<file path="src/hw/drs_defines.svh">
// Constants for the drive run/stop sequencer
`ifndef DRS_DEFINES_SVH
`define DRS_DEFINES_SVH

// Clock and time base
`define DRS_CLK_NS       5
`define DRS_TICK_NS      1000000
`define DRS_TICK_CYCLES  (`DRS_TICK_NS / `DRS_CLK_NS)
// One ramp tick is 1 ms; time settings in 0.1 s and 0.01 s steps
`define DRS_DS_NS        100000000
`define DRS_CS_NS        10000000
`define DRS_DS_TICKS     (`DRS_DS_NS / `DRS_TICK_NS)
`define DRS_CS_TICKS     (`DRS_CS_NS / `DRS_TICK_NS)

// Maximum output frequency in 0.01 Hz units
`define DRS_FMAX         16'h1770
`define DRS_FMIN_DC      (`DRS_FMAX / 16'h000a)

// Setting reset values and limits
`define DRS_REV_INH_RST  1'h0
`define DRS_STOP_M_RST   2'h0
`define DRS_STOP_M_MAX   16'h0003
`define DRS_FLUX_M_MAX   16'h0001
`define DRS_FN_MAX       16'h0077
`define DRS_FN_RST       {8'h08, 8'h06, 8'h04, 8'h03, 8'h14, 8'h24}
`define DRS_FN_3W        {8'h06, 8'h04, 8'h03, 8'h00, 8'h14, 8'h24}
`define DRS_INIT_2WIRE   16'h08ac
`define DRS_INIT_3WIRE   16'h0d02

// Input function codes used here
`define DRS_FN_3WIRE     8'h00
`define DRS_FN_MACC1     8'h07
`define DRS_FN_MACC2     8'h1a

`endif

</file>
<file path="src/hw/drs_pkg.sv">
// Types shared by the drive run/stop sequencer
package drs_pkg;

  // Sequencer states, one-hot
  typedef enum logic [5:0] {
    ST_STOP     = 6'h01,
    ST_RUN      = 6'h02,
    ST_DECEL    = 6'h04,
    ST_OFF_WAIT = 6'h08,
    ST_DC_BRAKE = 6'h10,
    ST_LOCKOUT  = 6'h20
  } drs_state_e;

  // Setting selector of the write port
  typedef enum logic [3:0] {
    SEL_REV_INH = 4'h0,
    SEL_STOP_M  = 4'h1,
    SEL_FN3     = 4'h2,
    SEL_FN4     = 4'h3,
    SEL_FN5     = 4'h4,
    SEL_FN6     = 4'h5,
    SEL_FN7     = 4'h6,
    SEL_FN8     = 4'h7,
    SEL_INIT    = 4'h8
  } drs_sel_e;

  // One setting write
  typedef struct packed {
    logic        wr;
    drs_sel_e    sel;
    logic [15:0] data;
  } drs_set_req_s;

  // Command contacts: terminals 1, 2 and 3..8
  typedef struct packed {
    logic       fwd;
    logic       rev;
    logic [5:0] mf;
  } drs_pin_s;

  // Stored settings
  typedef struct packed {
    logic            rev_inh;
    logic [1:0]      stop_m;
    logic [5:0][7:0] fn;
  } drs_cfg_s;

  typedef logic [15:0] drs_freq_t;

endpackage

</file>
<file path="src/hw/drs_sequencer.sv">
// Run/stop sequencer: settings, command decode, ramp and stop methods
// Notes on behaviour
// RULE1: Reverse inhibit 0 allows, 1 rejects reverse
// RULE2: Inhibit and stop method locked while running
// RULE3: Stop method 0 ramp,1 coast,2 DC,3 timer
// RULE4: Flux vector mode accepts stop methods 0,1
// RULE5: Method 0 ramps down at selected decel
// RULE6: Method 0 run again resumes acceleration
// RULE7: Method 1 coasts, ignores run for off-time
// RULE8: Method 2 waits off-time, then DC brakes
// RULE9: DC time from stop frequency, brake setting
// RULE10: Method 3 lockout from frequency, decel time
// RULE11: Six inputs, function codes 0 to 77
// RULE12: Function codes locked while running
// RULE13: Defaults 24,14,3,4,6,8; three-wire 24,14,0,3,4,6
// RULE14: Code 0 selects three-wire, direction input
// RULE15: Value 3330 puts direction on terminal 5
// RULE16: Refused write keeps value, sequence untouched
`include "drs_defines.svh"

module drs_sequencer
  import drs_pkg::*;
#(
  parameter int TICK_CYCLES = `DRS_TICK_CYCLES
)(
  input  wire logic             sys_clk,
  input  wire logic             rst,
  input  wire logic             ce,
  input  wire drs_pin_s         cmd_pins,
  input  wire drs_set_req_s     set_req,
  input  wire logic             flux_mode,
  input  wire drs_freq_t        freq_ref,
  input  wire logic [15:0]      accel_time,
  input  wire logic [3:0][15:0] decel_time,
  input  wire logic [15:0]      min_output_off_time,
  input  wire logic [15:0]      dc_brake_time_at_stop,
  output drs_freq_t             freq_out,
  output logic                  out_on,
  output logic                  dc_brake_on,
  output logic                  dir_rev,
  output logic                  running,
  output logic                  three_wire,
  output logic                  set_ack,
  output logic                  set_rej,
  output drs_cfg_s              cfg
);

  drs_pin_s    pin_s;        // Synchronised contacts
  drs_cfg_s    cfg_r;        // Stored settings
  drs_state_e  state_r;      // Sequencer state
  drs_state_e  state_nxt;
  logic        set_ok;       // Write passes its checks
  logic        set_ack_r;
  logic        set_rej_r;
  logic [5:0]  hit_3w;       // Input set to three-wire direction
  logic [5:0]  hit_a1;       // Active decel selector 1
  logic [5:0]  hit_a2;       // Active decel selector 2
  logic        run_lat_r;    // Three-wire run latch
  logic        want_run;
  logic        want_rev;
  logic        run_req;      // Run command after inhibit
  logic [15:0] dec_sel;      // Selected decel time
  logic [31:0] tick_cnt_r;
  logic        tick;
  drs_freq_t   freq_r;
  drs_freq_t   f_stop_r;     // Frequency when stop arrived
  drs_freq_t   target;
  logic [31:0] acc_r;        // Ramp error accumulator
  logic [31:0] acc_add;
  logic [31:0] rate_ticks;
  logic        tmr_load;
  logic [47:0] tmr_amt;
  logic [15:0] tmr_step;
  logic        tmr_busy;
  logic        dir_rev_r;

  // Match a stored function code
  function automatic logic fn_is(input logic [7:0] code, input logic [7:0] want);
    return code == want;
  endfunction

  drs_sync u_sync (
    .sys_clk (sys_clk),
    .rst     (rst),
    .ce      (ce),
    .d       (cmd_pins),
    .q       (pin_s)
  );

  // Setting checks: everything is frozen while the drive runs
  always_comb
  begin
    set_ok = 1'b0;
    unique case (set_req.sel)
      SEL_REV_INH: set_ok = (set_req.data <= 16'h0001);                // [RULE1]
      SEL_STOP_M:  set_ok = flux_mode ? (set_req.data <= `DRS_FLUX_M_MAX) // [RULE4]
                                      : (set_req.data <= `DRS_STOP_M_MAX); // [RULE3]
      SEL_FN3, SEL_FN4, SEL_FN5,
      SEL_FN6, SEL_FN7, SEL_FN8: set_ok = (set_req.data <= `DRS_FN_MAX); // [RULE11]
      SEL_INIT:    set_ok = (set_req.data == `DRS_INIT_3WIRE) ||
                            (set_req.data == `DRS_INIT_2WIRE);
      default:     set_ok = 1'b0;   // Unused selector codes
    endcase
    if (running)
      set_ok = 1'b0;                // [RULE2] [RULE12]
  end

  // Settings store; a refused write changes nothing
  always_ff @(posedge sys_clk)
  begin
    if (rst)
    begin
      cfg_r.rev_inh <= `DRS_REV_INH_RST;
      cfg_r.stop_m  <= `DRS_STOP_M_RST;
      cfg_r.fn      <= `DRS_FN_RST;                                   // [RULE13]
      set_ack_r     <= 1'b0;
      set_rej_r     <= 1'b0;
    end
    else if (ce)
    begin
      set_ack_r <= set_req.wr && set_ok;
      set_rej_r <= set_req.wr && !set_ok;                              // [RULE16]
      if (set_req.wr && set_ok)
      begin
        unique case (set_req.sel)
          SEL_REV_INH: cfg_r.rev_inh <= set_req.data[0];
          SEL_STOP_M:  cfg_r.stop_m  <= set_req.data[1:0];
          SEL_INIT:
          begin
            // Three-wire init moves direction to terminal 5
            if (set_req.data == `DRS_INIT_3WIRE)
              cfg_r.fn <= `DRS_FN_3W;                                  // [RULE13] [RULE15]
            else
              cfg_r.fn <= `DRS_FN_RST;
          end
          default:     cfg_r.fn[3'(set_req.sel - SEL_FN3)] <= set_req.data[7:0];
        endcase
      end
    end
  end

  // Per-input function decode
  for (genvar i = 0; i < 6; i++)
  begin : g_fn
    assign hit_3w[i] = fn_is(cfg_r.fn[i], `DRS_FN_3WIRE);
    assign hit_a1[i] = fn_is(cfg_r.fn[i], `DRS_FN_MACC1) & pin_s.mf[i];
    assign hit_a2[i] = fn_is(cfg_r.fn[i], `DRS_FN_MACC2) & pin_s.mf[i];
  end

  assign three_wire = |hit_3w;                                         // [RULE14]
  assign dec_sel    = decel_time[{|hit_a2, |hit_a1}];

  // Three-wire: terminal 1 starts, terminal 2 open stops
  always_ff @(posedge sys_clk)
  begin
    if (rst)
      run_lat_r <= 1'b0;
    else if (ce)
    begin
      if (!three_wire || !pin_s.rev)
        run_lat_r <= 1'b0;
      else if (pin_s.fwd)
        run_lat_r <= 1'b1;
    end
  end

  // Command decode; both two-wire contacts on means stop
  always_comb
  begin
    if (three_wire)
    begin
      want_run = run_lat_r;
      want_rev = |(hit_3w & pin_s.mf);                                 // [RULE14]
    end
    else
    begin
      want_run = pin_s.fwd ^ pin_s.rev;
      want_rev = pin_s.rev;
    end
  end

  assign run_req = want_run && !(want_rev && cfg_r.rev_inh);           // [RULE1]

  // Ramp tick: one pulse per millisecond
  assign tick = (tick_cnt_r == 32'(TICK_CYCLES - 1));

  always_ff @(posedge sys_clk)
  begin
    if (rst)
      tick_cnt_r <= '0;
    else if (ce)
      tick_cnt_r <= tick ? '0 : tick_cnt_r + 32'h1;
  end

  // Timer loads at stop entry and at DC braking entry
  always_comb
  begin
    tmr_load = 1'b0;
    tmr_amt  = '0;
    tmr_step = 16'h0001;
    if (state_r == ST_RUN && !run_req)
    begin
      tmr_load = 1'b1;
      if (cfg_r.stop_m == 2'h3)
      begin
        // Lockout lasts as long as a ramp from here would
        tmr_amt  = 48'(dec_sel) * 48'(`DRS_DS_TICKS) * 48'(freq_r);   // [RULE10]
        tmr_step = `DRS_FMAX;
      end
      else
        tmr_amt  = 48'(min_output_off_time) * 48'(`DRS_DS_TICKS);      // [RULE7]
    end
    else if (state_r == ST_OFF_WAIT && !tmr_busy && cfg_r.stop_m == 2'h2)
    begin
      // Brake time scales with stop frequency, floored at a tenth
      tmr_load = 1'b1;
      tmr_amt  = 48'(dc_brake_time_at_stop) * 48'(`DRS_CS_TICKS) *
                 48'((f_stop_r > `DRS_FMIN_DC) ? f_stop_r : `DRS_FMIN_DC); // [RULE9]
      tmr_step = `DRS_FMAX;
    end
  end

  drs_timer u_timer (
    .sys_clk (sys_clk),
    .rst     (rst),
    .ce      (ce),
    .tick    (tick),
    .load    (tmr_load),
    .amount  (tmr_amt),
    .step    (tmr_step),
    .busy    (tmr_busy)
  );

  // Sequence of run and the four stop methods
  always_comb
  begin
    state_nxt = state_r;
    unique case (state_r)
      ST_STOP:
        if (run_req)
          state_nxt = ST_RUN;
      ST_RUN:
        if (!run_req)
        begin
          unique case (cfg_r.stop_m)                                   // [RULE3]
            2'h0: state_nxt = ST_DECEL;                                // [RULE5]
            2'h1: state_nxt = ST_OFF_WAIT;                             // [RULE7]
            2'h2: state_nxt = ST_OFF_WAIT;                             // [RULE8]
            2'h3: state_nxt = ST_LOCKOUT;                              // [RULE10]
          endcase
        end
      ST_DECEL:
        if (run_req)
          state_nxt = ST_RUN;                                          // [RULE6]
        else if (freq_r == '0)
          state_nxt = ST_STOP;
      ST_OFF_WAIT:
        // Run commands are ignored here
        if (!tmr_busy)
          state_nxt = (cfg_r.stop_m == 2'h2) ? ST_DC_BRAKE : ST_STOP;  // [RULE8]
      ST_DC_BRAKE:
        if (!tmr_busy)
          state_nxt = ST_STOP;
      ST_LOCKOUT:
        if (!tmr_busy)
          state_nxt = ST_STOP;
      default:
        state_nxt = ST_STOP;        // Recover from an illegal code
    endcase
  end

  always_ff @(posedge sys_clk)
  begin
    if (rst)
      state_r <= ST_STOP;
    else if (ce)
      state_r <= state_nxt;
  end

  // Direction at start and frequency at stop
  always_ff @(posedge sys_clk)
  begin
    if (rst)
    begin
      dir_rev_r <= 1'b0;
      f_stop_r  <= '0;
    end
    else if (ce)
    begin
      if (state_r == ST_STOP && run_req)
        dir_rev_r <= want_rev;                                         // [RULE1]
      if (state_r == ST_RUN && !run_req)
        f_stop_r  <= freq_r;                                           // [RULE9]
    end
  end

  // Ramp rate: full scale over the selected time
  assign target     = (state_r == ST_RUN) ?
                      ((freq_ref > `DRS_FMAX) ? `DRS_FMAX : freq_ref) : '0;
  assign rate_ticks = ((freq_r < target) ? 32'(accel_time) : 32'(dec_sel)) *
                      32'(`DRS_DS_TICKS);                              // [RULE5]
  assign acc_add    = acc_r + (tick ? 32'(`DRS_FMAX) : 32'h0);

  // Frequency steps one unit per cycle until the accumulator is caught up; a zero ramp time jumps straight to target
  always_ff @(posedge sys_clk)
  begin
    if (rst)
    begin
      freq_r <= '0;
      acc_r  <= '0;
    end
    else if (ce)
    begin
      if (state_nxt != ST_RUN && state_nxt != ST_DECEL)
      begin
        // Output off: cleared on the leaving edge so it drops with out_on
        freq_r <= '0;
        acc_r  <= '0;
      end
      else if (freq_r == target)
        acc_r  <= '0;
      else if (rate_ticks == '0)
        freq_r <= target;
      else if (acc_add >= rate_ticks)
      begin
        freq_r <= (freq_r < target) ? freq_r + 16'h1 : freq_r - 16'h1;
        acc_r  <= acc_add - rate_ticks;
      end
      else
        acc_r  <= acc_add;
    end
  end

  assign freq_out    = freq_r;
  assign out_on      = (state_r == ST_RUN) || (state_r == ST_DECEL);
  assign dc_brake_on = (state_r == ST_DC_BRAKE);
  assign running     = (state_r != ST_STOP);
  assign dir_rev     = dir_rev_r;
  assign set_ack     = set_ack_r;
  assign set_rej     = set_rej_r;
  assign cfg         = cfg_r;

  // Checks
  a_run_write_refused: assert property (@(posedge sys_clk) disable iff (rst) // [RULE2]
    ce && running && set_req.wr |=> set_rej && !set_ack)
    else $error("write taken while running");
  a_refused_keeps: assert property (@(posedge sys_clk) disable iff (rst) // [RULE16]
    ce && running && set_req.wr && state_nxt == state_r |=> $stable(cfg_r) && $stable(state_r))
    else $error("refused write changed state");
  a_fn_lock_run: assert property (@(posedge sys_clk) disable iff (rst) // [RULE12]
    ce && running |=> $stable(cfg_r.fn) || !$past(running))
    else $error("function code changed while running");
  a_flux_method_limit: assert property (@(posedge sys_clk) disable iff (rst) // [RULE4]
    ce && flux_mode && set_req.wr && set_req.sel == SEL_STOP_M &&
    set_req.data >= 16'h0002 |=> set_rej)
    else $error("flux mode accepted method 2 or 3");
  a_no_rev_run: assert property (@(posedge sys_clk) disable iff (rst) // [RULE1]
    out_on |-> !(dir_rev && cfg_r.rev_inh))
    else $error("reverse run while inhibited");
  a_decel_resume: assert property (@(posedge sys_clk) disable iff (rst) // [RULE6]
    ce && state_r == ST_DECEL && run_req |=> state_r == ST_RUN)
    else $error("run ignored during ramp down");
  a_coast_output_off: assert property (@(posedge sys_clk) disable iff (rst) // [RULE7]
    ce && state_r == ST_RUN && !run_req && cfg_r.stop_m == 2'h1
    |=> !out_on && freq_out == '0 && state_r == ST_OFF_WAIT)
    else $error("coast stop kept output on");
  a_dc_after_wait: assert property (@(posedge sys_clk) disable iff (rst) // [RULE8]
    ce && state_r == ST_OFF_WAIT && !tmr_busy && cfg_r.stop_m == 2'h2
    |=> dc_brake_on ##0 $past(tmr_load))
    else $error("DC braking not started after off time");
  a_lockout_holds: assert property (@(posedge sys_clk) disable iff (rst) // [RULE10]
    ce && state_r == ST_LOCKOUT && tmr_busy |=> !out_on)
    else $error("run accepted during lockout");
  a_init_three_wire: assert property (@(posedge sys_clk) disable iff (rst) // [RULE15]
    ce && !running && set_req.wr && set_req.sel == SEL_INIT &&
    set_req.data == `DRS_INIT_3WIRE |=> cfg_r.fn[2] == 8'h00 ##0 three_wire)
    else $error("three-wire init did not move direction input");

  c_ramp_resume: cover property (@(posedge sys_clk) disable iff (rst)
    state_r == ST_DECEL ##1 state_r == ST_RUN);
  c_dc_brake: cover property (@(posedge sys_clk) disable iff (rst)
    state_r == ST_OFF_WAIT ##1 state_r == ST_DC_BRAKE);
  c_lockout_end: cover property (@(posedge sys_clk) disable iff (rst)
    state_r == ST_LOCKOUT ##1 state_r == ST_STOP);

endmodule // drs_sequencer

</file>
<file path="src/hw/drs_sync.sv">
// Two-flop synchroniser for the command contacts
module drs_sync
  import drs_pkg::*;
(
  input  wire logic     sys_clk,
  input  wire logic     rst,
  input  wire logic     ce,
  input  wire drs_pin_s d,
  output drs_pin_s      q
);

  drs_pin_s meta_r;  // First stage, read only by the second

  // Plain double register, no logic between stages
  always_ff @(posedge sys_clk)
  begin
    if (rst)
    begin
      meta_r <= '0;
      q      <= '0;
    end
    else if (ce)
    begin
      meta_r <= d;
      q      <= meta_r;
    end
  end

endmodule // drs_sync

</file>
<file path="src/hw/drs_timer.sv">
// Down-counting stop timer stepped on the ramp tick
module drs_timer (
  input  wire logic        sys_clk,
  input  wire logic        rst,
  input  wire logic        ce,
  input  wire logic        tick,
  input  wire logic        load,
  input  wire logic [47:0] amount,
  input  wire logic [15:0] step,
  output logic             busy
);

  logic [47:0] cnt_r;   // Remaining amount
  logic [15:0] step_r;  // Amount removed per tick

  // Done once less than one step remains
  assign busy = (cnt_r >= {32'h0, step_r});

  // Load wins over counting
  always_ff @(posedge sys_clk)
  begin
    if (rst)
    begin
      cnt_r  <= '0;
      step_r <= 16'h0001;
    end
    else if (ce)
    begin
      if (load)
      begin
        cnt_r  <= amount;
        // A zero step would never finish
        step_r <= (step == 16'h0) ? 16'h0001 : step;
      end
      else if (tick && busy)
        cnt_r <= cnt_r - {32'h0, step_r};
    end
  end

endmodule // drs_timer

</file>
<file path="config.mk">
export PLATFORM = sky130hd
export DESIGN_NAME = drs_sequencer
export DESIGN_NICKNAME = d
export VERILOG_FILES = /design/src/hw/drs_pkg.sv /design/src/hw/drs_sequencer.sv /design/src/hw/drs_sync.sv /design/src/hw/drs_timer.sv
export VERILOG_INCLUDE_DIRS = /design/src /design/src/hw
export SDC_FILE = /design/constraint.sdc
export NUM_CORES = 2
export LEC_CHECK = 0
export BUFFER_PORTS_ARGS = -buffer_cell sky130_fd_sc_hd__buf_2
export CAP_MARGIN = 30
export CELL_PAD_IN_SITES_DETAIL_PLACEMENT = 1
export CELL_PAD_IN_SITES_GLOBAL_PLACEMENT = 1
export CORE_UTILIZATION = 53
export DETAILED_ROUTE_END_ITERATION = 12
export PLACE_DENSITY = 0.95
export SLEW_MARGIN = 20
export SYNTH_ARGS = -nofsm -noshare
export SYNTH_HDL_FRONTEND = slang
export SYNTH_HIERARCHICAL = 1
export SYNTH_SLANG_ARGS = --single-unit
</file>
<file path="constraint.sdc">
create_clock -name sys_clk -period 31.8 [get_ports sys_clk]
set_input_delay 4.77 -clock sys_clk [delete_from_list [all_inputs] [get_ports sys_clk]]
set_output_delay 4.77 -clock sys_clk [all_outputs]
set_load 0.1 [all_outputs]
</file>
==> results by stage <==
Outcome:
- The run finished with clean final reports.

Clocking:
- The number of buffers added by the clock tree synthesis step is 29.
- Clock latency on the worst-skew pair, taken at its later pin, is 620 ps.
- The total number of clock tree sinks is 235.
- The hold-fix buffer count after cts is 0.
- The maximum level of the CTS H-tree is 1.
- The TritonCTS clock tree is yes.
- The root buffer cell chosen for the clock tree is sky130_fd_sc_hd__clkbuf_16.
- The maximum count of clock buffers along a single path is 3.
- The post-cts repair resize count is 0.
- Post-CTS timing repair inserted 0 buffers for setup.
- After clock tree synthesis, the clock-pin slew on the worst setup and hold paths is 60 ps.

Worst setup path:
- The number of cells traversed by the worst register-to-register path is 46.
- The critical-path maximum fanout is 19.
- The worst stage delay on the critical path is 850 ps.
- The setup slack of the worst register-to-register path is 15900 ps.
- The startpoint of the worst register-to-register path is cfg[37].
- The startpoint class of the critical path is an input port.
- In this run the critical register-to-register path is captured at u_timer/cnt_r[35].
- The required time at the endpoint of the critical path is 32320 ps.
- The library cell appearing most often on the critical path is sky130_fd_sc_hd__fa_1.
- The highest-delay cell along the critical path is sky130_fd_sc_hd__a2111oi_1.
- The setup path with the least slack is of type in -> reg.
- The type of element capturing the critical path is a register.
- At the worst endpoint, the arrival time is 18240 ps.

Yosys:
- The sequential area share after synthesis is 11.0%.
- The number of distinct library cells after synthesis is 97.
- In the synthesized netlist the dominant register cell turns out to be sky130_fd_sc_hd__dfxtp_1.
- After synthesis the cells add up to 42800 sq um.
- The synthesized design spends more area on one cell type than any other, namely sky130_fd_sc_hd__fa_1.
- Yosys mapped a number of flops with a built-in enable equal to 0.
- The synthesized design devotes to its leading area cell type 25.2% of total area.
- For this run, asynchronously set or reset flops after synthesis account for 0%.
- By instance count, the leading cell after synthesis is sky130_fd_sc_hd__inv_1.
- The synthesized design contains 235 register bits.
- By count the netlist is led by sky130_fd_sc_hd__inv_1, sky130_fd_sc_hd__nand2_1, sky130_fd_sc_hd__fa_1.
- Sorting the synthesized cells by area gives the leading types as sky130_fd_sc_hd__fa_1, sky130_fd_sc_hd__ha_1, sky130_fd_sc_hd__dfxtp_1.
- The total number of yosys warnings is 6.
- The cell count after synthesis is 5281.
- Averaged over all synthesized cells, the footprint is 8.10 sq um.

STA:
- The number of hold violations in the final report is 0.
- The number of slew-limit violations in the final report was 0.
- After routing, the total negative slack on setup checks comes to 0 ps.
- Setup violations remaining at the end of the flow were counted as 0.
- The headroom to the max-slew limit is 6.48%.
- Setup repair after global routing left no endpoint under its margin.
- For the pin with the worst max-slew slack, the measured transition is 1360 ps.
- The routed design could run at a clock period as short as 17720 ps.
- The clock arrives with 40.1 ps of skew.
- After layout, the worst path uses 55.7% of the clock period.
- Derived from the worst setup path, the maximum achievable clock frequency is 56.4 MHz.
- The worst path setup slack after routing is 14080 ps.

Cells and area:
- The total of fill cells in the finished design is 9624.
- The post-layout net count is 6574.
- The ratio of cells with drive above 1 in the final layout is 8.79%.
- The area of the multi-input gates is 34400 sq um.
- The area taken by flip-flops and latches is 4700 sq um.
- The growth of design area from synthesis to finish is 7.90%.
- For this run, the number of standard cells in the final layout without fillers is 6479.
- The final core utilization is 58.2%.

Die:
- In this run the standard cell core region covers 79400 sq um.
- The starting density of the core is 53.9%.
- The floorplan has 103 rows.
- The die covers 81900 sq um.
- From left edge to right edge, the die measures 286 um.
- From bottom edge to top edge, the die measures 286 um.
- Pin placement for this block handled 235 I/O pins.

Placement:
- The global placer's final weighted congestion is 0.930.
- The number of instances in the placed design is 6396.
- The quantity of I/O buffers inserted on ports is 234.
- Before CTS, the worst setup slack after placement is 15000 ps.
- Detailed placement finished with a half-perimeter wire length of 127 mm.

Hold path:
- In this run the most critical hold path is launched from u_timer/step_r[5].
- The min-delay analysis places its worst path in the category reg -> reg.
- The worst hold path endpoint is u_timer/step_r[5].
- The number of cells on the worst hold path is 2.

Route:
- The routed wire length is 182 mm.
- The count of unresolved DRC violations after routing is 0.
- The first detailed-routing pass ran for 10 iterations.
- For this block, the initial DRC count from the detailed router was 5273.
- The count of nets left with antenna violations once routing finished came out at 0.
- After detailed routing, the number of vias per cell comes to 6.71.
- Dividing the detail-routed wire length by the instance count gives 28.1 um.
- The detailed router placed 43457 vias in this run.

Global route:
- For this run, global-route usage on met1 was measured as 45.1%.
- The leftover overflow at the end of global routing is 0.
- The wire length of the first global-routing pass is 277 mm.
- The largest net degree at the start of global routing is 86.
- The initial antenna violation count was 33.
- Global routing consumed, on the met3 layer, 16.6% of the routing resources.
- The busiest metal layer after global routing is met2.
- Global routing consumed, on the met2 layer, 71.1% of the routing resources.
- Global routing used 43.8% of the available tracks.
- The via count of the first global-routing pass came to 48280.

Power:
- The clock network is responsible for 14.6% of the overall power.
- The worst supply voltage drop on vdd is 0.0933 mV.
- The internal power of the cells is 1150 uW.
- The total power draw is 2510 uW.
- Combinational cells account for 73.5% of the total power.
- For this design the total switching power over the nets is 1360 uW.
- For this design the static power due to leakage is 0.0228 uW.
- Net switching is 54.2% of the power.
- The share of total power dissipated in sequential elements is 11.9%.
- The power density of the placed cells is 54.4 nW/um^2.

Run:
- The number of maximum-capacitance constraint violations is 0.
sequential cells by signal, indices dropped and copies added (netlist names):
name / count
dir_rev: 1
tick_cnt_r: 32
u_timer/cnt_r: 48
state_r: 6
u_timer/step_r: 16
u_sync/q: 8
f_stop_r: 16
cfg: 51
freq_out: 16
set_rej: 1
run_lat_r: 1
u_sync/meta_r: 8
acc_r: 30
set_ack: 1
placed cells by master, fill, tap and decap left out, types with 34 or more instances in the layout:
master	synthesis	routed
sky130_fd_sc_hd__nor4_1	42	41
sky130_fd_sc_hd__nand3_1	100	100
sky130_fd_sc_hd__fa_1	538	538
sky130_fd_sc_hd__or3_1	47	47
sky130_fd_sc_hd__a21o_1	63	63
sky130_fd_sc_hd__nand2_1	716	714
sky130_fd_sc_hd__xor2_1	82	82
sky130_fd_sc_hd__nor2b_1	51	48
sky130_fd_sc_hd__nand2b_1	40	40
sky130_fd_sc_hd__buf_2	17	235
sky130_fd_sc_hd__inv_1	751	751
sky130_fd_sc_hd__a21oi_1	266	265
sky130_fd_sc_hd__buf_4	4	70
sky130_fd_sc_hd__mux2i_1	76	75
sky130_fd_sc_hd__nor3_1	92	91
sky130_fd_sc_hd__xnor2_1	127	121
sky130_fd_sc_hd__and2_1	243	243
sky130_fd_sc_hd__and3_1	39	39
sky130_fd_sc_hd__ha_1	483	483
sky130_fd_sc_hd__nand4_1	35	35
sky130_fd_sc_hd__a22oi_1	34	34
sky130_fd_sc_hd__dfxtp_1	235	235
sky130_fd_sc_hd__o21ai_0	150	150
sky130_fd_sc_hd__nor2_1	314	314
worst max-delay path by stage:
stage                         startpoint           endpoint  slack, ps  cells past startpoint
after floorplan           decel_time[17]  u_timer/cnt_r[38]      16640                     41
after global placement    decel_time[17]  u_timer/cnt_r[37]      15680                     46
after detailed placement  decel_time[17]  u_timer/cnt_r[35]      15000                     46
after CTS                 decel_time[17]  u_timer/cnt_r[37]      14910                     42
after global routing      decel_time[17]  u_timer/cnt_r[37]      14160                     43
final                     decel_time[17]  u_timer/cnt_r[35]      14080                     44
cell families (layout without fill, tap and decap cells):
group	count (synthesis)	after routing	share of synthesized area [%]
AOI/OAI and AO/OA	893	893	13.7
xor gates and xnor gates	209	209	4.28
adders and majority gates	1021	1021	39.3
buffers and inverters	1020	1126	9.17
DFF	235	235	11.0
muxes	99	99	2.38
other	2	44	0.0175
and+or+nand+nor	1802	1802	20.2
layer usage:
metal | vias up | wire (um)
met1 | 21066 | 59100
met2 | 3301 | 83900
li1 | 17577 | -
met5 | - | 241
met4 | 36 | 18200
met3 | 1477 | 20900
layout make-up:
cell class,count,area share (%)
antenna,15,0.0813
clock buffer,34,1.70
clock inverter,19,0.509
inverter,754,6.13
multi-input combinational,4053,74.4
sequential,235,10.2
tap,1050,2.84
timing repair buffer,319,4.12
through the flow:
step / instance area (sq um) / hold WS (ps)
after detailed placement: 44900 / 455
after global placement: 44900 / 442
after CTS: 46000 / 463
final: 46200 / 463
after global routing: 46200 / 487
after floorplan: 42900 / 436
power by group through the flow:
| stage | Combinational, uW | Sequential (uW) | Clock, uW |
|---|---|---|---|
| after global routing | 1960 | 298 | 378 |
| final | 1850 | 298 | 368 |
| after floorplan | 1140 | 305 | 0 |
| after CTS | 1750 | 298 | 364 |
| after detailed placement | 1700 | 304 | 0 |
| after global placement | 1530 | 304 | 0 |
worst max-delay path, delay by kind of cell:
kind | cells | cell delay, ps
XOR/XNOR | 1 | 330
AO/OA/AOI/OAI | 21 | 6410
AND/OR/NAND/NOR | 3 | 550
multiplexers | 1 | 250
adder cells (fa/ha/maj) | 11 | 4700
buffers and inverters | 7 | 1240
(Power assumes the default switching activity.)
